==> config.mk <==
export PLATFORM = sky130hd
export DESIGN_NAME = csc_config_regs
export DESIGN_NICKNAME = d
export VERILOG_FILES = /design/src/verilog/csc_pkg.sv /design/src/verilog/csc_config_regs.sv /design/src/verilog/csc_grant_watchdog.sv
export SDC_FILE = /design/constraint.sdc
export NUM_CORES = 1
export LEC_CHECK = 0
export BUFFER_PORTS_ARGS = -buffer_cell sky130_fd_sc_hd__clkbuf_2
export CORE_MARGIN = 5
export CORE_UTILIZATION = 51
export CTS_CLUSTER_DIAMETER = 100
export DETAILED_ROUTE_END_ITERATION = 10
export GPL_TIMING_DRIVEN = 0
export PLACE_DENSITY_LB_ADDON = 0.05
export SLEW_MARGIN = 15
export SYNTH_ARGS = -nofsm -noshare
export SYNTH_HDL_FRONTEND = slang
export SYNTH_SLANG_ARGS = --single-unit
==> constraint.sdc <==
create_clock -name ref_clk -period 2.9 [get_ports ref_clk]
set_input_delay 0 -clock ref_clk [delete_from_list [all_inputs] [get_ports ref_clk]]
set_output_delay 0 -clock ref_clk [all_outputs]
set_load 0.02 [all_outputs]
==> src/verilog/csc_pkg.sv <==
// package of register map, field positions and reset values for the switch config block
package csc_pkg;
	// printed offsets are not multiples of four: these are indices, byte address = 4*index
	localparam logic [9:0] CSC_IDX_PAGE_CFG   = 10'h00e;
	localparam logic [9:0] CSC_IDX_GRANT_TMO  = 10'h00f;
	localparam logic [9:0] CSC_IDX_IF_MODE    = 10'h100;
	localparam logic [9:0] CSC_IDX_SIZE_CONG  = 10'h101;
	localparam logic [9:0] CSC_IDX_PEN_LO     = 10'h102;
	localparam logic [9:0] CSC_IDX_PEN_HI     = 10'h103;
	localparam logic [9:0] CSC_IDX_FL_LO      = 10'h10e;
	localparam logic [9:0] CSC_IDX_FL_HI      = 10'h10f;
	localparam logic [9:0] CSC_IDX_BE_LIM_LO  = 10'h10c;
	localparam logic [9:0] CSC_IDX_BE_LIM_HI  = 10'h10d;
	localparam logic [9:0] CSC_IDX_ALARM      = 10'h008;
	localparam logic [9:0] CSC_IDX_IRQ_STAT   = 10'h1f0;
	localparam logic [9:0] CSC_IDX_IRQ_MASK   = 10'h1f1;
	// field positions
	localparam int CSC_BIT_PAGE_ONE   = 1;
	localparam int CSC_BIT_MONITOR    = 4;
	localparam int CSC_BIT_PD_EN      = 3;
	localparam int CSC_BIT_FL_RELOAD  = 2;
	localparam int CSC_BIT_WIDE       = 1;
	localparam int CSC_BIT_SINGLE_PHY = 0;
	localparam int CSC_BIT_NOGRANT    = 0;
	localparam int CSC_BIT_IRQ_FLR    = 1;
	// reset values and write masks
	localparam logic [7:0] CSC_RST_PAGE_CFG = 8'h02;
	localparam logic [7:0] CSC_MSK_PAGE_CFG = 8'hfe;
	localparam logic [7:0] CSC_MSK_IF_MODE  = 8'h1f;
	localparam logic [7:0] CSC_RST_GRANT    = 8'hff;
	localparam logic [7:0] CSC_RST_ZERO     = 8'h00;
	localparam logic [7:0] CSC_RST_PEN      = 8'hff;
	localparam logic [7:0] CSC_MSK_FL_HI    = 8'h03;
	localparam logic [7:0] CSC_MSK_LIM_HI   = 8'h3f;
	localparam logic [7:0] CSC_MSK_IRQ      = 8'h03;
	// queueing constants
	localparam logic [11:0] CSC_CONG_MARGIN = 12'd27;
	localparam logic [1:0]  CSC_SIZE_STD    = 2'b00;
	localparam logic [1:0]  CSC_SIZE_EXT    = 2'b11;
	localparam logic [5:0]  CSC_LEN_53      = 6'd53;
	localparam logic [5:0]  CSC_LEN_54      = 6'd54;
	localparam logic [5:0]  CSC_LEN_57      = 6'd57;
	localparam logic [5:0]  CSC_LEN_58      = 6'd58;
	localparam int          CSC_NUM_CLASS   = 4;
	localparam int          CSC_NUM_PORT    = 16;
	typedef enum logic [1:0]
	{
		CSC_WD_IDLE    = 2'b00,
		CSC_WD_RUN     = 2'b01,
		CSC_WD_EXPIRED = 2'b10
	} csc_wd_state_t;
endpackage : csc_pkg
==> src/verilog/csc_config_regs.sv <==
// cell switch configuration registers with apb slave and queue-side decode
`timescale 1ns/1ps
module csc_config_regs
	import csc_pkg::*;
(
	input  wire logic        ref_clk,           // 25 mhz clock
	input  wire logic        rst_b,             // async reset, active low
	input  wire logic        psel,              // apb select
	input  wire logic        penable,           // apb access phase
	input  wire logic        pwrite,            // apb direction
	input  wire logic [11:0] paddr,             // apb byte address
	input  wire logic [31:0] pwdata,            // apb write data
	output logic             pready,            // apb ready
	output logic [31:0]      prdata,            // apb read data
	output logic             pslverr,           // apb error
	output logic             irq,               // level interrupt
	input  wire logic        bus_request,       // bus access request
	input  wire logic        bus_grant,         // bus grant
	input  wire logic        frame_tick,        // bus frame cycle pulse
	output logic             no_grant_alarm,    // sticky alarm
	input  wire logic [4:0]  cell_dest_id,      // incoming cell destination
	input  wire logic        cell_multicast,    // cell is bcast/mcast
	input  wire logic        cell_for_us,       // id matches own id
	output logic             cell_accept,       // take the cell
	output logic [3:0]       cell_queue_port,   // queue port chosen
	output logic             cell_queue_class,  // 0 or 1 in monitor
	output logic             bus_monitor_mode,  // monitor bit
	input  wire logic [13:0] best_effort_fill,  // summed ubr/gfr fill
	output logic             discard_active,    // ubr/gfr discard mode
	output logic             free_list_reload,  // one-cycle load pulse
	output logic [9:0]       free_list_head_pointer, // new head
	output logic             wide_interface_select,  // 16-bit mode
	output logic             single_phy_select,      // level 1 mode
	input  wire logic [11:0] queue_len [CSC_NUM_CLASS], // per class
	input  wire logic [11:0] queue_max [CSC_NUM_CLASS], // per class
	output logic [3:0]       congestion_mark,   // set efci per class
	output logic [5:0]       inlet_cell_bytes,  // 0 if reserved code
	output logic [5:0]       outlet_cell_bytes, // 0 if reserved code
	output logic [15:0]      port_enable,       // per-port enables
	output logic [15:0]      poll_enable,       // ports to poll
	input  wire logic [3:0]  outlet_port,       // outlet cell port
	input  wire logic        outlet_multicast,  // outlet cell is mcast
	output logic             outlet_discard     // drop this outlet cell
);
	import csc_pkg::*;

	logic [7:0]  page_cfg_r;
	logic [7:0]  grant_tmo_r;
	logic [7:0]  if_mode_r;
	logic [7:0]  size_cong_r;
	logic [7:0]  pen_lo_r;
	logic [7:0]  pen_hi_r;
	logic [7:0]  fl_lo_r;
	logic [7:0]  fl_hi_r;
	logic [7:0]  lim_lo_r;
	logic [7:0]  lim_hi_r;
	logic [7:0]  irq_stat_r;
	logic [7:0]  irq_mask_r;
	logic        discard_r;
	logic        reload_r;
	logic        wd_expired;
	logic [9:0]  idx;
	logic        mapped;
	logic        wr_en;
	logic [7:0]  wdat;
	logic [7:0]  rd_nxt;
	logic [13:0] limit;
	logic [7:0]  ev_nxt;

	// single-cycle access phase: ready always high keeps the slave simple
	assign pready = 1'b1;
	assign idx    = paddr[11:2];
	assign wdat   = pwdata[7:0];
	assign wr_en  = psel && penable && pwrite && mapped;

	always_comb
	begin
		mapped = 1'b1;
		rd_nxt = 8'h00;
		case (idx)
			CSC_IDX_PAGE_CFG:  rd_nxt = page_cfg_r;
			CSC_IDX_GRANT_TMO: rd_nxt = grant_tmo_r;
			CSC_IDX_IF_MODE:   rd_nxt = if_mode_r;
			CSC_IDX_SIZE_CONG: rd_nxt = size_cong_r;
			CSC_IDX_PEN_LO:    rd_nxt = pen_lo_r;
			CSC_IDX_PEN_HI:    rd_nxt = pen_hi_r;
			CSC_IDX_FL_LO:     rd_nxt = fl_lo_r;
			CSC_IDX_FL_HI:     rd_nxt = fl_hi_r;
			CSC_IDX_BE_LIM_LO: rd_nxt = lim_lo_r;
			CSC_IDX_BE_LIM_HI: rd_nxt = lim_hi_r;
			CSC_IDX_ALARM:     rd_nxt = {7'h00, irq_stat_r[CSC_BIT_NOGRANT]};
			CSC_IDX_IRQ_STAT:  rd_nxt = irq_stat_r;
			CSC_IDX_IRQ_MASK:  rd_nxt = irq_mask_r;
			default:           mapped = 1'b0;
		endcase
	end

	// unmapped addresses answer with an error and read zero
	// read data and error are captured in the setup cycle, so the
	// access phase shows them from flops with no wait state
	always_ff @(posedge ref_clk or negedge rst_b)
	begin
		if (!rst_b)
		begin
			prdata  <= 32'h00000000;
			pslverr <= 1'b0;
		end
		else if (psel && !penable)
		begin
			prdata  <= mapped ? {24'h000000, rd_nxt} : 32'h00000000;
			pslverr <= !mapped;
		end
		else
		begin
			prdata  <= 32'h00000000;
			pslverr <= 1'b0;
		end
	end

	// configuration storage, one process per register or per lo/hi register pair
	// reserved bits are dropped on write so they always read zero
	// page bit1 stored as written; software is expected to keep it 1
	always_ff @(posedge ref_clk or negedge rst_b)
	begin
		if (!rst_b)
			page_cfg_r <= CSC_RST_PAGE_CFG;
		else if (wr_en && idx == CSC_IDX_PAGE_CFG)
			page_cfg_r <= wdat & CSC_MSK_PAGE_CFG;
	end

	always_ff @(posedge ref_clk or negedge rst_b)
	begin
		if (!rst_b)
			grant_tmo_r <= CSC_RST_GRANT;
		else if (wr_en && idx == CSC_IDX_GRANT_TMO)
			grant_tmo_r <= wdat;
	end

	// reload bit is a strobe and is not stored
	always_ff @(posedge ref_clk or negedge rst_b)
	begin
		if (!rst_b)
			if_mode_r <= CSC_RST_ZERO;
		else if (wr_en && idx == CSC_IDX_IF_MODE)
			if_mode_r <= wdat & CSC_MSK_IF_MODE
				& ~(8'h01 << CSC_BIT_FL_RELOAD);
	end

	always_ff @(posedge ref_clk or negedge rst_b)
	begin
		if (!rst_b)
			size_cong_r <= CSC_RST_ZERO;
		else if (wr_en && idx == CSC_IDX_SIZE_CONG)
			size_cong_r <= wdat;
	end

	always_ff @(posedge ref_clk or negedge rst_b)
	begin
		if (!rst_b)
		begin
			pen_lo_r <= CSC_RST_PEN;
			pen_hi_r <= CSC_RST_PEN;
		end
		else if (wr_en && idx == CSC_IDX_PEN_LO)
			pen_lo_r <= wdat;
		else if (wr_en && idx == CSC_IDX_PEN_HI)
			pen_hi_r <= wdat;
	end

	// free-list halves are only combined when the reload strobe fires
	always_ff @(posedge ref_clk or negedge rst_b)
	begin
		if (!rst_b)
		begin
			fl_lo_r <= CSC_RST_ZERO;
			fl_hi_r <= CSC_RST_ZERO;
		end
		else if (wr_en && idx == CSC_IDX_FL_LO)
			fl_lo_r <= wdat;
		else if (wr_en && idx == CSC_IDX_FL_HI)
			fl_hi_r <= wdat & CSC_MSK_FL_HI;
	end

	// limit halves feed the discard hysteresis below
	always_ff @(posedge ref_clk or negedge rst_b)
	begin
		if (!rst_b)
		begin
			lim_lo_r <= CSC_RST_ZERO;
			lim_hi_r <= CSC_RST_ZERO;
		end
		else if (wr_en && idx == CSC_IDX_BE_LIM_LO)
			lim_lo_r <= wdat;
		else if (wr_en && idx == CSC_IDX_BE_LIM_HI)
			lim_hi_r <= wdat & CSC_MSK_LIM_HI;
	end

	always_ff @(posedge ref_clk or negedge rst_b)
	begin
		if (!rst_b)
			irq_mask_r <= CSC_RST_ZERO;
		else if (wr_en && idx == CSC_IDX_IRQ_MASK)
			irq_mask_r <= wdat & CSC_MSK_IRQ;
	end

	// free-list reload strobe
	always_ff @(posedge ref_clk or negedge rst_b)
	begin
		if (!rst_b)
		begin
			reload_r               <= 1'b0;
			free_list_head_pointer <= 10'h000;
		end
		else
		begin
			reload_r <= wr_en && idx == CSC_IDX_IF_MODE
				&& wdat[CSC_BIT_FL_RELOAD];
			if (wr_en && idx == CSC_IDX_IF_MODE && wdat[CSC_BIT_FL_RELOAD])
				free_list_head_pointer <= {fl_hi_r[1:0], fl_lo_r};
		end
	end
	assign free_list_reload = reload_r;

	csc_grant_watchdog u_wd
	(
		.ref_clk     (ref_clk),
		.rst_b       (rst_b),
		.preset      (grant_tmo_r),
		.bus_request (bus_request),
		.bus_grant   (bus_grant),
		.frame_tick  (frame_tick),
		.expired     (wd_expired)
	);

	// sticky events: set wins over write-one-to-clear
	assign ev_nxt = {6'h00, reload_r, wd_expired};
	always_ff @(posedge ref_clk or negedge rst_b)
	begin
		if (!rst_b)
			irq_stat_r <= CSC_RST_ZERO;
		else
		begin
			if (wr_en && (idx == CSC_IDX_IRQ_STAT || idx == CSC_IDX_ALARM))
				irq_stat_r <= ((irq_stat_r & ~(idx == CSC_IDX_ALARM ?
					(wdat & 8'h01) : wdat)) | ev_nxt) & CSC_MSK_IRQ;
			else
				irq_stat_r <= (irq_stat_r | ev_nxt) & CSC_MSK_IRQ;
		end
	end
	assign no_grant_alarm = irq_stat_r[CSC_BIT_NOGRANT];
	assign irq            = |(irq_stat_r & irq_mask_r);

	// packet discard hysteresis on aggregate best-effort fill
	assign limit = {lim_hi_r[5:0], lim_lo_r};
	always_ff @(posedge ref_clk or negedge rst_b)
	begin
		if (!rst_b)
			discard_r <= 1'b0;
		else if (!if_mode_r[CSC_BIT_PD_EN])
			discard_r <= 1'b0;
		else if (best_effort_fill > limit)
			discard_r <= 1'b1;
		else if (best_effort_fill < {1'b0, limit[13:1]})
			discard_r <= 1'b0;
	end
	assign discard_active = discard_r && if_mode_r[CSC_BIT_PD_EN];

	// mode outputs
	assign bus_monitor_mode      = if_mode_r[CSC_BIT_MONITOR];
	assign wide_interface_select = if_mode_r[CSC_BIT_WIDE];
	assign single_phy_select     = if_mode_r[CSC_BIT_SINGLE_PHY];

	// incoming bus cell steering
	always_comb
	begin
		cell_accept      = cell_for_us;
		cell_queue_port  = cell_dest_id[3:0];
		cell_queue_class = 1'b0;
		if (bus_monitor_mode)
		begin
			cell_accept = 1'b1;
			if (cell_multicast)
				cell_queue_port = 4'h0;
			else
				cell_queue_class = cell_dest_id[4];
		end
	end

	// congestion marking, index 0 is the highest-priority class
	genvar gc;
	generate
		for (gc = 0; gc < CSC_NUM_CLASS; gc = gc + 1)
		begin : g_cong
			// guard against maxima below the margin wrapping around
			assign congestion_mark[gc] = size_cong_r[4 + gc]
				&& (queue_max[gc] < CSC_CONG_MARGIN
				|| queue_len[gc] >= queue_max[gc] - CSC_CONG_MARGIN);
		end
	endgenerate

	// cell length decode; reserved codes give zero
	function automatic logic [5:0] csc_len(input logic [1:0] code,
		input logic wide);
		csc_len = 6'd0;
		if (code == CSC_SIZE_STD)
			csc_len = wide ? CSC_LEN_54 : CSC_LEN_53;
		else if (code == CSC_SIZE_EXT)
			csc_len = wide ? CSC_LEN_58 : CSC_LEN_57;
	endfunction : csc_len

	assign inlet_cell_bytes  = csc_len(size_cong_r[1:0],
		wide_interface_select);
	assign outlet_cell_bytes = csc_len(size_cong_r[3:2],
		wide_interface_select);

	// port enables
	assign port_enable = {pen_hi_r, pen_lo_r};
	// single-phy mode has nothing to poll per port, so all stay open
	assign poll_enable = single_phy_select ? 16'hffff : port_enable;
	assign outlet_discard = !outlet_multicast
		&& !port_enable[outlet_port];
endmodule : csc_config_regs

==> src/verilog/csc_grant_watchdog.sv <==
// bus-grant watchdog: counts shared-bus frames from a request until grant
`timescale 1ns/1ps
module csc_grant_watchdog
	import csc_pkg::*;
(
	input  wire logic       ref_clk,      // system clock
	input  wire logic       rst_b,        // async reset, active low
	input  wire logic [7:0] preset,       // frames allowed before alarm
	input  wire logic       bus_request,  // pulse: bus access requested
	input  wire logic       bus_grant,    // pulse: grant received
	input  wire logic       frame_tick,   // pulse: one bus frame cycle
	output logic            expired       // pulse: count ran out
);
	csc_wd_state_t state_r;
	logic [7:0]    count_r;

	always_ff @(posedge ref_clk or negedge rst_b)
	begin
		if (!rst_b)
		begin
			state_r <= CSC_WD_IDLE;
			count_r <= 8'h00;
			expired <= 1'b0;
		end
		else
		begin
			expired <= 1'b0;
			case (state_r)
				CSC_WD_IDLE:
				begin
					if (bus_request && !bus_grant)
					begin
						count_r <= preset;
						state_r <= CSC_WD_RUN;
					end
				end
				CSC_WD_RUN:
				begin
					if (bus_grant)
						state_r <= CSC_WD_IDLE;
					else if (frame_tick)
					begin
						// a zero preset expires on the first frame
						if (count_r <= 8'h01)
						begin
							expired <= 1'b1;
							state_r <= CSC_WD_EXPIRED;
							count_r <= 8'h00;
						end
						else
							count_r <= count_r - 8'h01;
					end
				end
				CSC_WD_EXPIRED:
				begin
					// wait for a grant or a fresh request to re-arm
					if (bus_grant)
						state_r <= CSC_WD_IDLE;
					else if (bus_request)
					begin
						count_r <= preset;
						state_r <= CSC_WD_RUN;
					end
				end
				default: state_r <= CSC_WD_IDLE;
			endcase
		end
	end
endmodule : csc_grant_watchdog

* After elaboration in Yosys (flattened, before gate mapping)
Cells that the tools add are included.
Cells by class: equality and inequality tests 26, reductions and logical operators 45, magnitude comparators 12, multiplexer cells 42, add/subtract/negate cells 5, bitwise operators 8
Operators by type and width (number):
- 8-bit case mux with 13 select lines | 1
- 10-bit by 9-bit == test with 1-bit output (second input constant) | 10
- 8-bit 2-to-1 mux | 8
- 12-bit greater-or-equal comparator | 4
- 12-bit by 5-bit < comparator with 1-bit output (second input constant) | 4
- 12-bit by 5-bit subtractor with 12-bit output (second input constant) | 4
- 10-bit by 4-bit == test with 1-bit output (second input constant) | 3
- 1-bit logical AND | 24
- 6-bit 2-to-1 mux | 4
- 8-bit case mux with 3 select lines | 1
- 2-bit 2-to-1 mux | 10
- 16-bit 2-to-1 mux | 1
- 14-bit > comparator | 1
- 14-bit by 13-bit < comparator with 1-bit output | 1
- 1-bit 2-to-1 mux | 13
- 13-bit OR reduction | 1
- 8-bit by 1-bit less-or-equal comparator with 1-bit output (second input constant) | 1
- 4-bit 2-to-1 mux | 2
- 2-bit inequality test (second input constant) | 4
- 8-bit OR reduction | 1
- 8-bit by 1-bit subtractor with 8-bit output (second input constant) | 1
- 2-bit == test (second input constant) | 3
- 2-bit zero test | 3
- 3-bit inequality test (second input constant) | 2
- other kinds (17) | 31
Word-level totals: word-level logic and storage cells 158, bits in registers 127, output and inout bits 106, input bits 174

* Logic depth before layout (Yosys ltp)
Gate-level depths: netlist of the first run.
depth after elaboration 7, depth in mapped cells 11, gate-level depth less buffers 11

* Hierarchy
From an unflattened synthesis of the first run, not the netlist that was laid out.
Second synthesis, totals: cells, all modules 794, area, all modules 7980.2 µm²
By module, submodules not included:
- csc_config_regs | cells an instance 720, sequential area each 2333.5 µm², instances 1, area each 7309.5 µm²
- csc_grant_watchdog | cells an instance 74, sequential area each 275.3 µm², instances 1, area each 670.6 µm²

* Least setup slack after synthesis of the first run
Ideal clock, no wire load.
kind input port to output port, from input port queue_max[24] (netlist bit), to output port congestion_mark[1], setup slack 0.700 ns, arrival time 2.200 ns, stages on the path 10, path buffers 0, required time 2.900 ns, path through a21oi_1 nor2_1 or3_1 or3b_2 xor2_1 ha_1 and4_1 a21oi_1 o311ai_0 a32o_1
Between the ends: cells in the longest elaborated chain, start to end 4, elaborated cells on any way between the ends 5, those cells by class add/sub (1); order compare (2); reduce/logical (2)
RTL lines:
- from (decl) | line csc_config_regs.sv:35 | input wire logic [11:0] queue_max [CSC_NUM_CLASS],
- 12-bit by 5-bit subtractor with 12-bit output | line csc_config_regs.sv:297 | || queue_len[gc] >= queue_max[gc] - CSC_CONG_MARGIN);
- 12-bit greater-or-equal comparator | line csc_config_regs.sv:297
- 1-bit logical OR * | line csc_config_regs.sv:297
- 1-bit logical AND * | line csc_config_regs.sv:296 | && (queue_max[gc] < CSC_CONG_MARGIN
- to (decl) | line csc_config_regs.sv:36 | output logic [3:0] congestion_mark,
Mark *: on every way between the ends. The rest lies on a longest branch, timed or not.

* Final worst setup path of the first run
Same ends and word-level chain as after synthesis.

==> reports/results.txt, run 1 <==
Buffers on Ports - 226
min-delay src - pwdata[6]
clock net sink count - 103
row cnt - 45
Die Span X - 134.3 um
Worst-Skew Late Latency - 350 ps
setup_tns - 0 ps
final setup skew - 9.718 ps
Max Transition Viols Final - 0
minimum clock period - 2513 ps
Required @ worst endpoint - 2900 ps
reg2reg setup slack - 780 ps
dpl cell area - 0.009369 mm^2
Area contributors post-synth - dfrtp_1 (25%), ha_1 (14%), mux2_2 (11%), dfstp_2 (8.3%), mux4_2 (3.1%)
Slew headroom - 43.94%
Routed wire per std cell - 17.40 um
hold path endpoint - fl_lo_r[6]
Critical R2R Launch - u_wd.count_r[2]
H-tree levels - 3
cell area after layout - 0.009726 mm^2
Hold Crit Class - input port to register
Synth Area per Inst - 10.08 um^2
pre-CTS setup slack - 370.2 ps
Routed Antenna Nets - 0
share of post-route cells with drive strength above 1 - 40.11%
Post-Synthesis Cells - 782
DRC Markers - 0
Max Fclk - 0.3979 GHz
crit path capture type - output pin
Worst EP arrival - 2510 ps
Core Util, Final - 63.98%
Die H - 134.3 um
top-count cell post-synth - ha_1
Syn. warnings - 0
DRT Pass-1 Iters - 5
fin crit share - 86.66%
total of max-cap violations - 0
GPL Wtd Cong - 0.8870
die area - 0.01804 mm^2
Hold Path Cell Cnt - 2
CTS resizes - 0
Final #Nets - 1312
total grt overflow - 0
Yosys top cell by area - dfrtp_1
synthesized flop and latch total - 103
total CTS buffers - 9
Main synth FF type - dfrtp_1
CP Class - input port to output pin
Setup Buffers After CTS - 0
synthesized area - 0.007880 mm^2
Final Non-Filler Cells - 1245
register area share after synthesis - 33.11%
Post-synth ARST share - 100.0%
CTS tree - built
Peak supply drop - 0.2646 mV
antenna cell count - 0
pwr/cell area - 376.5 mW/mm^2
outcome - finished, final reports clean
worst setup margin - 386.9 ps
top-area cell type share of the netlist area - 24.77%
first-pass GRT wire length - 34630 um
final setup violating endpoints - 0
vias per inst - 5.507
number of synthesized flops with an enable pin - 0
post-DP HPWL - 17700 um
largest net degree at the start of global routing - 59
FF-to-FF path depth - 5
Area Overhead vs Synth - 23.42%
total global-route track usage - 24.14%
initial core utilization - 51.84%
CP Max Fanout - 3
Clock transition at path regs - 70 ps
CTS max path bufs - 2
initial antenna violation count - 0
Yosys cell types - 71
vias in the first global route - 6825
Slew @ Worst Pin - 834.4 ps
DR iter-0 viols - 376
I/O pins - 280
drt total wl - 21670 um
leak pwr - 0.004987 uW
core area - 0.01520 mm^2
reg-to-reg endpoint - u_wd.state_r[1]
Placed Cells - 1220
RSZ-0062 raised after global routing - no
Commonest cells post-synth - ha_1 (86), dfrtp_1 (78), mux2_2 (75)
crit path launch type - input port
Final Hold Fails - 0
Root Buffer - clkbuf_16
Vias - 6856
registers in the layout, indices dropped and copies added (netlist names), 2 cells and up:
| name | count |
|---|---|
| u_wd.state_r | 2 |
| lim_lo_r | 8 |
| irq_stat_r | 2 |
| lim_hi_r | 6 |
| u_wd.count_r | 8 |
| if_mode_r | 4 |
| fl_hi_r | 2 |
| irq_mask_r | 2 |
| size_cong_r | 8 |
| pen_lo_r | 8 |
| free_list_head_pointer | 10 |
| prdata | 8 |
| pen_hi_r | 8 |
| page_cfg_r | 7 |
| fl_lo_r | 8 |
| grant_tmo_r | 8 |
cells in the final DEF, fill, tap and decap left out, types with 15 or more instances in the layout:
| cell | n |
|---|---|
| a21o_1 | 17 |
| inv_1 | 38 |
| nor2_1 | 51 |
| nor3_1 | 19 |
| conb_1 | 25 |
| dfstp_2 | 25 |
| clkbuf_2 | 225 |
| ha_1 | 86 |
| nand2_1 | 46 |
| a21oi_1 | 37 |
| o21ai_0 | 37 |
| buf_4 | 30 |
| xor2_1 | 24 |
| xnor2_1 | 15 |
| or2_2 | 18 |
| mux2_2 | 75 |
| dfrtp_1 | 78 |
cells by family after synthesis:
logic type	after synthesis	synth area share [%]
adders and majority gates	86	13.66
and+or+nand+nor	230	16.26
AOI/OAI and AO/OA	148	12.27
muxes	93	14.75
xor gates and xnor gates	39	4.335
DFF	103	33.11
other	2	0.09530
buffers and inverters	81	5.526
cell type report:
type                    instances  area, um^2
clock buffers                  11       232.7
clock inverters                 5       33.78
multi-input cells             621        4922
repair buffers                236        1257
fillers                      1360        5477
plain buffers                  42       289.0
well taps                     188       235.2
inverters                      39       146.4
flip-flops and latches        103        2609
critical path: stages:
cell and delay [ps]:
clkbuf_2 100, a21oi_1 210, nor2_1 100, or3_1 360, or3b_2 470, xor2_1 150, ha_1 280, and4_1 190
a21oi_1 130, o311ai_0 130, a32o_1 240, clkbuf_2 150
worst max-delay path by stage:
| stage | startpoint | endpoint | slack [ps] |
|---|---|---|---|
| 2_1_floorplan | queue_max[24] | congestion_mark[1] | 700 |
| 3_3_place_gp | queue_max[24] | congestion_mark[1] | 330 |
| 3_5_place_dp | queue_max[24] | congestion_mark[1] | 370 |
| 4_1_cts | queue_max[24] | congestion_mark[1] | 370 |
| 5_1_grt | queue_max[24] | congestion_mark[1] | 220 |
| 6_report | queue_max[24] | congestion_mark[1] | 390 |
metrics by stage:
step | hold slack (ps) | power (uW)
floorplan | -295.6 | 2212
global placement | 225.7 | 2534
detailed placement | -33.51 | 2553
CTS | 27.33 | 3686
global route | 39.26 | 3886
finish | 34.53 | 3662
what timing repair did:
| item | 4_1_cts | 5_1_grt |
|---|---|---|
| endpoints found under the hold margin | 97 | 0 |
| setup endpoints to repair | 0 | 0 |
| hold buffers | 9 | 0 |
power by group:
group / internal, uW / switching (uW) / total [uW] / leakage (uW)
clock network: 584 / 532 / 1120 / 0.000130
registers: 1500 / 59.6 / 1560 / 0.00132
logic: 425 / 563 / 987 / 0.00354
metal layers:
layer  share of wire, %  up-vias  track usage, %
met5                  0        -               0
met4                1.9        0           7.466
met3                7.8       25           5.589
met2                 46      269           39.13
met1                 44     3217           32.24
li1                   -     3345               -
Note: power is estimated with default switching activity, not from simulation.
==> inputs of run 2 (changes only) <==
--- a/config.mk
+++ b/config.mk
@@ -6,6 +6,7 @@
 export NUM_CORES = 1
 export LEC_CHECK = 0
 export BUFFER_PORTS_ARGS = -buffer_cell sky130_fd_sc_hd__clkbuf_2
+export CAP_MARGIN = 20
 export CORE_MARGIN = 5
 export CORE_UTILIZATION = 51
 export CTS_CLUSTER_DIAMETER = 100
@@ -15,4 +16,5 @@
 export SLEW_MARGIN = 15
 export SYNTH_ARGS = -nofsm -noshare
 export SYNTH_HDL_FRONTEND = slang
+export SYNTH_HIERARCHICAL = 1
 export SYNTH_SLANG_ARGS = --single-unit
==> run 2 against run 1 <==
  * Global-route usage shrank 0.21 points
  * Routed wire length grew 0.36%
  * Power grew 4.9%
  * Die area grew 1.2%
  * Register-to-register slack gained 70 ps
  * Combinational power grew 9%
  * Largest power group unchanged
  * Highest routed layer unchanged
==> reports/results.txt, run 2 <==
CP Class - input port to output pin
Slew headroom - 51.36%
Buf+Inv Stages, Crit Path - 2
max reg flops - 10
Hold Crit Class - input port to register
pwr/cell area - 388.7 mW/mm^2
Buffers on Ports - 228
row cnt - 45
final setup skew - 17.97 ps
Main synth FF type - dfrtp_1
worst setup margin - 183.1 ps
DRT Pass-1 Iters - 4
CP Max Fanout - 3
commonest non-fill, non-tap cell in the layout - clkbuf_2
first-pass GRT wire length - 35420 um
vias per inst - 5.401
Setup Buffers After CTS - 0
GPL Wtd Cong - 0.8906
Max Transition Viols Final - 0
Required @ worst endpoint - 2900 ps
Peak supply drop - 0.2903 mV
setup_tns - 0 ps
FF-to-FF path depth - 7
Final Hold Fails - 0
Area contributors post-synth - dfrtp_1 (24%), ha_1 (13%), dfstp_2 (8.2%), mux2_2 (6.5%), o21ai_0 (4.5%)
Reg with most FFs - free_list_head_pointer
Simple-Gate Fraction of Synth Area - 16.01%
Syn. warnings - 6
Post-synth ARST share - 100.0%
Die Span X - 135.1 um
Worst path depth - 13
initial antenna violation count - 0
Worst EP arrival - 2720 ps
Die H - 135.1 um
Routed Antenna Nets - 0
Post-Synth Adder-Cell Area - 13.48%
I/O pins - 280
Post-Synthesis Cells - 794
proportion of synthesized area in mux cells - 12.01%
Slew @ Worst Pin - 719.4 ps
fin crit share - 93.69%
H-tree levels - 3
# fillers - 1345
DR iter-0 viols - 341
drt total wl - 21740 um
Clock transition at path regs - 70 ps
total CTS buffers - 9
synthesized flop and latch total - 103
Synth Area in XOR/XNOR - 4.390%
synthesized area - 0.007980 mm^2
vias in the first global route - 7054
clock net sink count - 103
Hold Path Cell Cnt - 3
outcome - finished, final reports clean
largest net degree at the start of global routing - 98
share of post-route cells with drive strength above 1 - 39.16%
top-area cell type share of the netlist area - 24.46%
Yosys cell types - 79
CP cell instances - clkbuf_2 -> ha_1 -> or2_2 -> a31oi_2 -> nand2_1 -> or3_1 -> xor2_1 -> ha_1 -> a21oi_1 -> o22ai_1 -> a211o_1 -> a22o_1 -> clkbuf_2
Max Fclk - 0.3681 GHz
post-DP HPWL - 17560 um
Final #Nets - 1325
Critical Path Max Stage Delay - 340 ps
Area Overhead vs Synth - 23.86%
Worst-Skew Late Latency - 360 ps
leak pwr - 0.005056 uW
total of max-cap violations - 0
Yosys top cell by area - dfrtp_1
die area - 0.01825 mm^2
antenna cell count - 0
Vias - 6919
minimum clock period - 2717 ps
total global-route track usage - 23.92%
CTS max path bufs - 2
critical path's slowest cell - or3_1
Synth Area in Compound Gates - 14.72%
top-count cell post-synth - ha_1
CTS tree - built
register area share after synthesis - 32.69%
crit path launch type - input port
final setup violating endpoints - 0
DRC Markers - 0
total grt overflow - 0
Root Buffer - clkbuf_16
crit path capture type - output pin
core area - 0.01526 mm^2
Synth Area per Inst - 10.05 um^2
most frequent cells in the layout - clkbuf_2 (227), ha_1 (86), dfrtp_1 (78), o21ai_0 (71), nand2_1 (51)
CP delay by family, top - compound AO/OA/AOI/OAI gates
initial core utilization - 52.30%
number of synthesized flops with an enable pin - 0
Commonest cells post-synth - ha_1 (86), dfrtp_1 (78), o21ai_0 (71)
RSZ-0062 raised after global routing - no
Routed wire per std cell - 16.97 um
pre-CTS setup slack - 120.5 ps
largest family of logic cells by synthesized area - simple AND/OR/NAND/NOR gates
run 2: tightest hold or removal path: stages:
cell and delay, ps:
clkbuf_2 190, nand2_1 60, o21ai_0 60
run 2: cell type report:
type | instances | area [um^2] | share of cell area (%)
Inverter | 41 | 153.9 | 1.557
Buffer | 48 | 372.9 | 3.772
Sequential cell | 103 | 2609 | 26.39
Clock inverter | 6 | 61.31 | 0.6203
Clock buffer | 10 | 229.0 | 2.316
Multi-Input combinational cell | 625 | 4937 | 49.95
Timing Repair Buffer | 237 | 1257 | 12.72
Tap cell | 211 | 264.0 | 2.671
run 2: per-stage QoR:
| stage | total power [uW] | util [%] | hold slack (ps) | area [um^2] | cells |
|---|---|---|---|---|---|
| 4_1_cts | 3851 | 64.74 | 12.21 | 9878 | 1281 |
| 3_5_place_dp | 2660 | 62.31 | -173.0 | 9508 | 1257 |
| 6_report | 3842 | 64.78 | 10.24 | 9884 | 1281 |
| 5_1_grt | 4077 | 64.78 | 32.63 | 9884 | 1281 |
| 3_3_place_gp | 2641 | 62.07 | 200.5 | 9472 | 1256 |
| 2_1_floorplan | 2308 | - | -295.6 | 8066 | 817 |
run 2: power breakdown:
| group | internal, uW | switching [uW] |
|---|---|---|
| Clock | 604 | 582 |
| Combinational | 498 | 584 |
| Sequential | 1500 | 77.8 |
run 2: worst paths after layout:
kind	endpoint	startpoint	slack (ps)
max in group asynchronous	pen_hi_r[5]	rst_b	2180
worst max-delay path	congestion_mark[3]	queue_max[0]	180
worst max register to register	discard_r	lim_lo_r[3]	850
min in group asynchronous	u_wd/count_r[3]	rst_b	30
worst min register to register	irq_stat_r[0]	u_wd/expired	450
worst min-delay path	lim_lo_r[6]	pwdata[6]	10
run 2: logic make-up (layout without fill, tap and decap cells):
kind of cell,Yosys count,after routing
AND/OR/NAND/NOR,216,216
buffers and inverters,89,342
flip-flops,103,103
other,2,25
adder cells (fa/ha/maj),86,86
XOR/XNOR,40,40
AO/OA/AOI/OAI,185,185
multiplexers,73,73
run 2: what timing repair did:
item / 4_1_cts / 5_1_grt
hold buffers: 8 / 0
hold endpoints to repair: 85 / 0
gates resized for setup: 0 / 1
setup endpoints to repair: 0 / 1
run 2: routing by layer:
metal	wire length [um]	global-route usage, %	up-vias
met3	1520	5.514	26
met1	9459	31.20	3250
met2	10410	40.76	240
met5	0	0	-
met4	349	5.095	0
li1	-	-	3403
==> inputs of run 3 (changes only) <==
--- a/config.mk
+++ b/config.mk
@@ -9,10 +9,12 @@
 export CAP_MARGIN = 20
 export CORE_MARGIN = 5
 export CORE_UTILIZATION = 51
+export CTS_BUF_LIST = sky130_fd_sc_hd__clkbuf_8 sky130_fd_sc_hd__clkbuf_16
 export CTS_CLUSTER_DIAMETER = 100
 export DETAILED_ROUTE_END_ITERATION = 10
 export GPL_TIMING_DRIVEN = 0
 export PLACE_DENSITY_LB_ADDON = 0.05
+export SKIP_LAST_GASP = 1
 export SLEW_MARGIN = 15
 export SYNTH_ARGS = -nofsm -noshare
 export SYNTH_HDL_FRONTEND = slang
==> run 3 against run 2 <==
  * Power barely moved
  * Sequential cell count unchanged
  * Routed wire length about the same
  * Sequential share of layout area stayed put
  * Core utilization is the same
  * Non-clock buffer count unchanged
  * Clock power hardly changed
  * Register-to-register slack is essentially flat
  * Critical path depth is the same
  * Combinational power is essentially flat
  * Die area is the same
  * Critical path type unchanged
  * Largest cell class unchanged
  * Highest routed layer unchanged
==> reports/results.txt, run 3 (synthesis results as in run 2) <==
leak pwr - 0.005061 uW
Hold Path Cell Cnt - 3
cell area after layout - 0.009884 mm^2
Max Transition Viols Final - 0
setup_tns - 0 ps
dpl cell area - 0.009508 mm^2
I/O pins - 280
share of post-route cells with drive strength above 1 - 39.16%
Root Buffer - clkbuf_16
total of max-cap violations - 0
NetSw - 1243 uW
CP Max Fanout - 3
min-delay src - pwdata[6]
reg-to-reg endpoint - discard_r
total CTS buffers - 9
max reg flops - 10
Worst EP arrival - 2720 ps
Reg with most FFs - free_list_head_pointer
minimum clock period - 2717 ps
CTS max path bufs - 2
Cell Int Power - 2595 uW
total grt overflow - 0
DRT Pass-1 Iters - 5
final setup skew - 17.93 ps
clock power share - 30.8%
total global-route track usage - 23.92%
commonest non-fill, non-tap cell in the layout - clkbuf_2
# fillers - 1345
hold path endpoint - lim_lo_r[6]
DR iter-0 viols - 340
vias in the first global route - 7054
drt total wl - 21750 um
area of the multi-input gates - 0.004937 mm^2
Buffers on Ports - 228
Slew @ Worst Pin - 720.5 ps
RSZ-0062 raised after global routing - no
CTS tree - built
H-tree levels - 3
first-pass GRT wire length - 35420 um
Flop pwr share - 41.0%
Routed wire per std cell - 16.98 um
initial core utilization - 52.30%
CP Class - input port to output pin
FF-to-FF path depth - 7
fin crit share - 93.69%
Peak supply drop - 0.2905 mV
Final #Nets - 1325
reg2reg setup slack - 850 ps
Die Span X - 135.1 um
FF+latch area - 0.002609 mm^2
antenna cell count - 0
post-DP HPWL - 17560 um
Comb pwr share - 28.2%
Core Util, Final - 64.78%
Area Overhead vs Synth - 23.86%
die area - 0.01825 mm^2
Required @ worst endpoint - 2900 ps
final setup violating endpoints - 0
Hold Crit Class - input port to register
GPL Wtd Cong - 0.8906
Clock transition at path regs - 70 ps
Setup Buffers After CTS - 0
Slew headroom - 51.29%
Final Hold Fails - 0
largest net degree at the start of global routing - 98
vias per inst - 5.399
Max Fclk - 0.3681 GHz
Hold Slack - 10.43 ps
row cnt - 45
DRC Markers - 0
initial antenna violation count - 0
Critical R2R Launch - lim_lo_r[3]
Worst-Skew Late Latency - 360 ps
most frequent cells in the layout - clkbuf_2 (227), ha_1 (86), dfrtp_1 (78), o21ai_0 (71), nand2_1 (51)
Sw Share - 32.40%
Die H - 135.1 um
pwr/cell area - 388.3 mW/mm^2
crit path capture type - output pin
Vias - 6916
outcome - finished, final reports clean
core area - 0.01526 mm^2
Routed Antenna Nets - 0
clock net sink count - 103
crit path launch type - input port
-- run 3: cell types whose count changed in the layout (fill, tap and decap cells not counted), sizes merged --
| cell | delta |
|---|---|
| inv | +1 |
| clkbuf | -1 |
-- run 3: layer usage --
metal | track usage [%] | share of wire [%]
met5 | 0 | 0
met4 | 5.095 | 1.6
met3 | 5.514 | 6.9
met2 | 40.76 | 48
met1 | 31.20 | 44
-- run 3: how the worst max path moves through the flow --
stage                 startpoint                  to  slack (ps)
global route        queue_max[0]  congestion_mark[3]          20
finish              queue_max[0]  congestion_mark[3]         180
global placement    queue_max[0]  congestion_mark[3]         120
detailed placement  queue_max[0]  congestion_mark[3]         120
CTS                 queue_max[0]  congestion_mark[3]         110
floorplan           queue_max[0]  congestion_mark[3]         530
-- run 3: per-stage QoR --
| step | setup WS [ps] | cells | power, uW |
|---|---|---|---|
| final | 183.1 | 1281 | 3838 |
| after global routing | 17.49 | 1281 | 4074 |
| after CTS | 109.1 | 1281 | 3847 |
| after detailed placement | 120.5 | 1257 | 2660 |
| after global placement | 117.5 | 1256 | 2641 |
| after floorplan | 530.9 | 817 | 2308 |
-- run 3: cell type report --
type	count	area share, %
multi-input combinational	625	49.95
sequential	103	26.39
timing repair buffer	237	12.72
buffer	48	3.772
tap	211	2.671
clock buffer	9	2.278
inverter	41	1.557
clock inverter	7	0.6582
-- run 3: repair_timing --
item | 4_1_cts | 5_1_grt
gates resized for setup | 0 | 1
endpoints found under the hold margin | 85 | 0
hold buffers | 8 | 0
endpoints found under the setup margin | 0 | 1
-- run 3: worst max-delay path, cell delays in order --
cell and delay, ps:
clkbuf_2 100, ha_1 210, or2_2 300, a31oi_2 280, nand2_1 110, or3_1 340
xor2_1 150, ha_1 290, a21oi_1 180, o22ai_1 100, a211o_1 270, a22o_1 240
clkbuf_2 150
-- run 3: power by group through the flow --
stage	combinational (uW)	sequential (uW)	clock, uW
2_1_floorplan	721	1590	0
3_3_place_gp	1050	1590	0
3_5_place_dp	1060	1600	0
4_1_cts	1080	1570	1200
5_1_grt	1220	1580	1270
6_report	1080	1570	1180
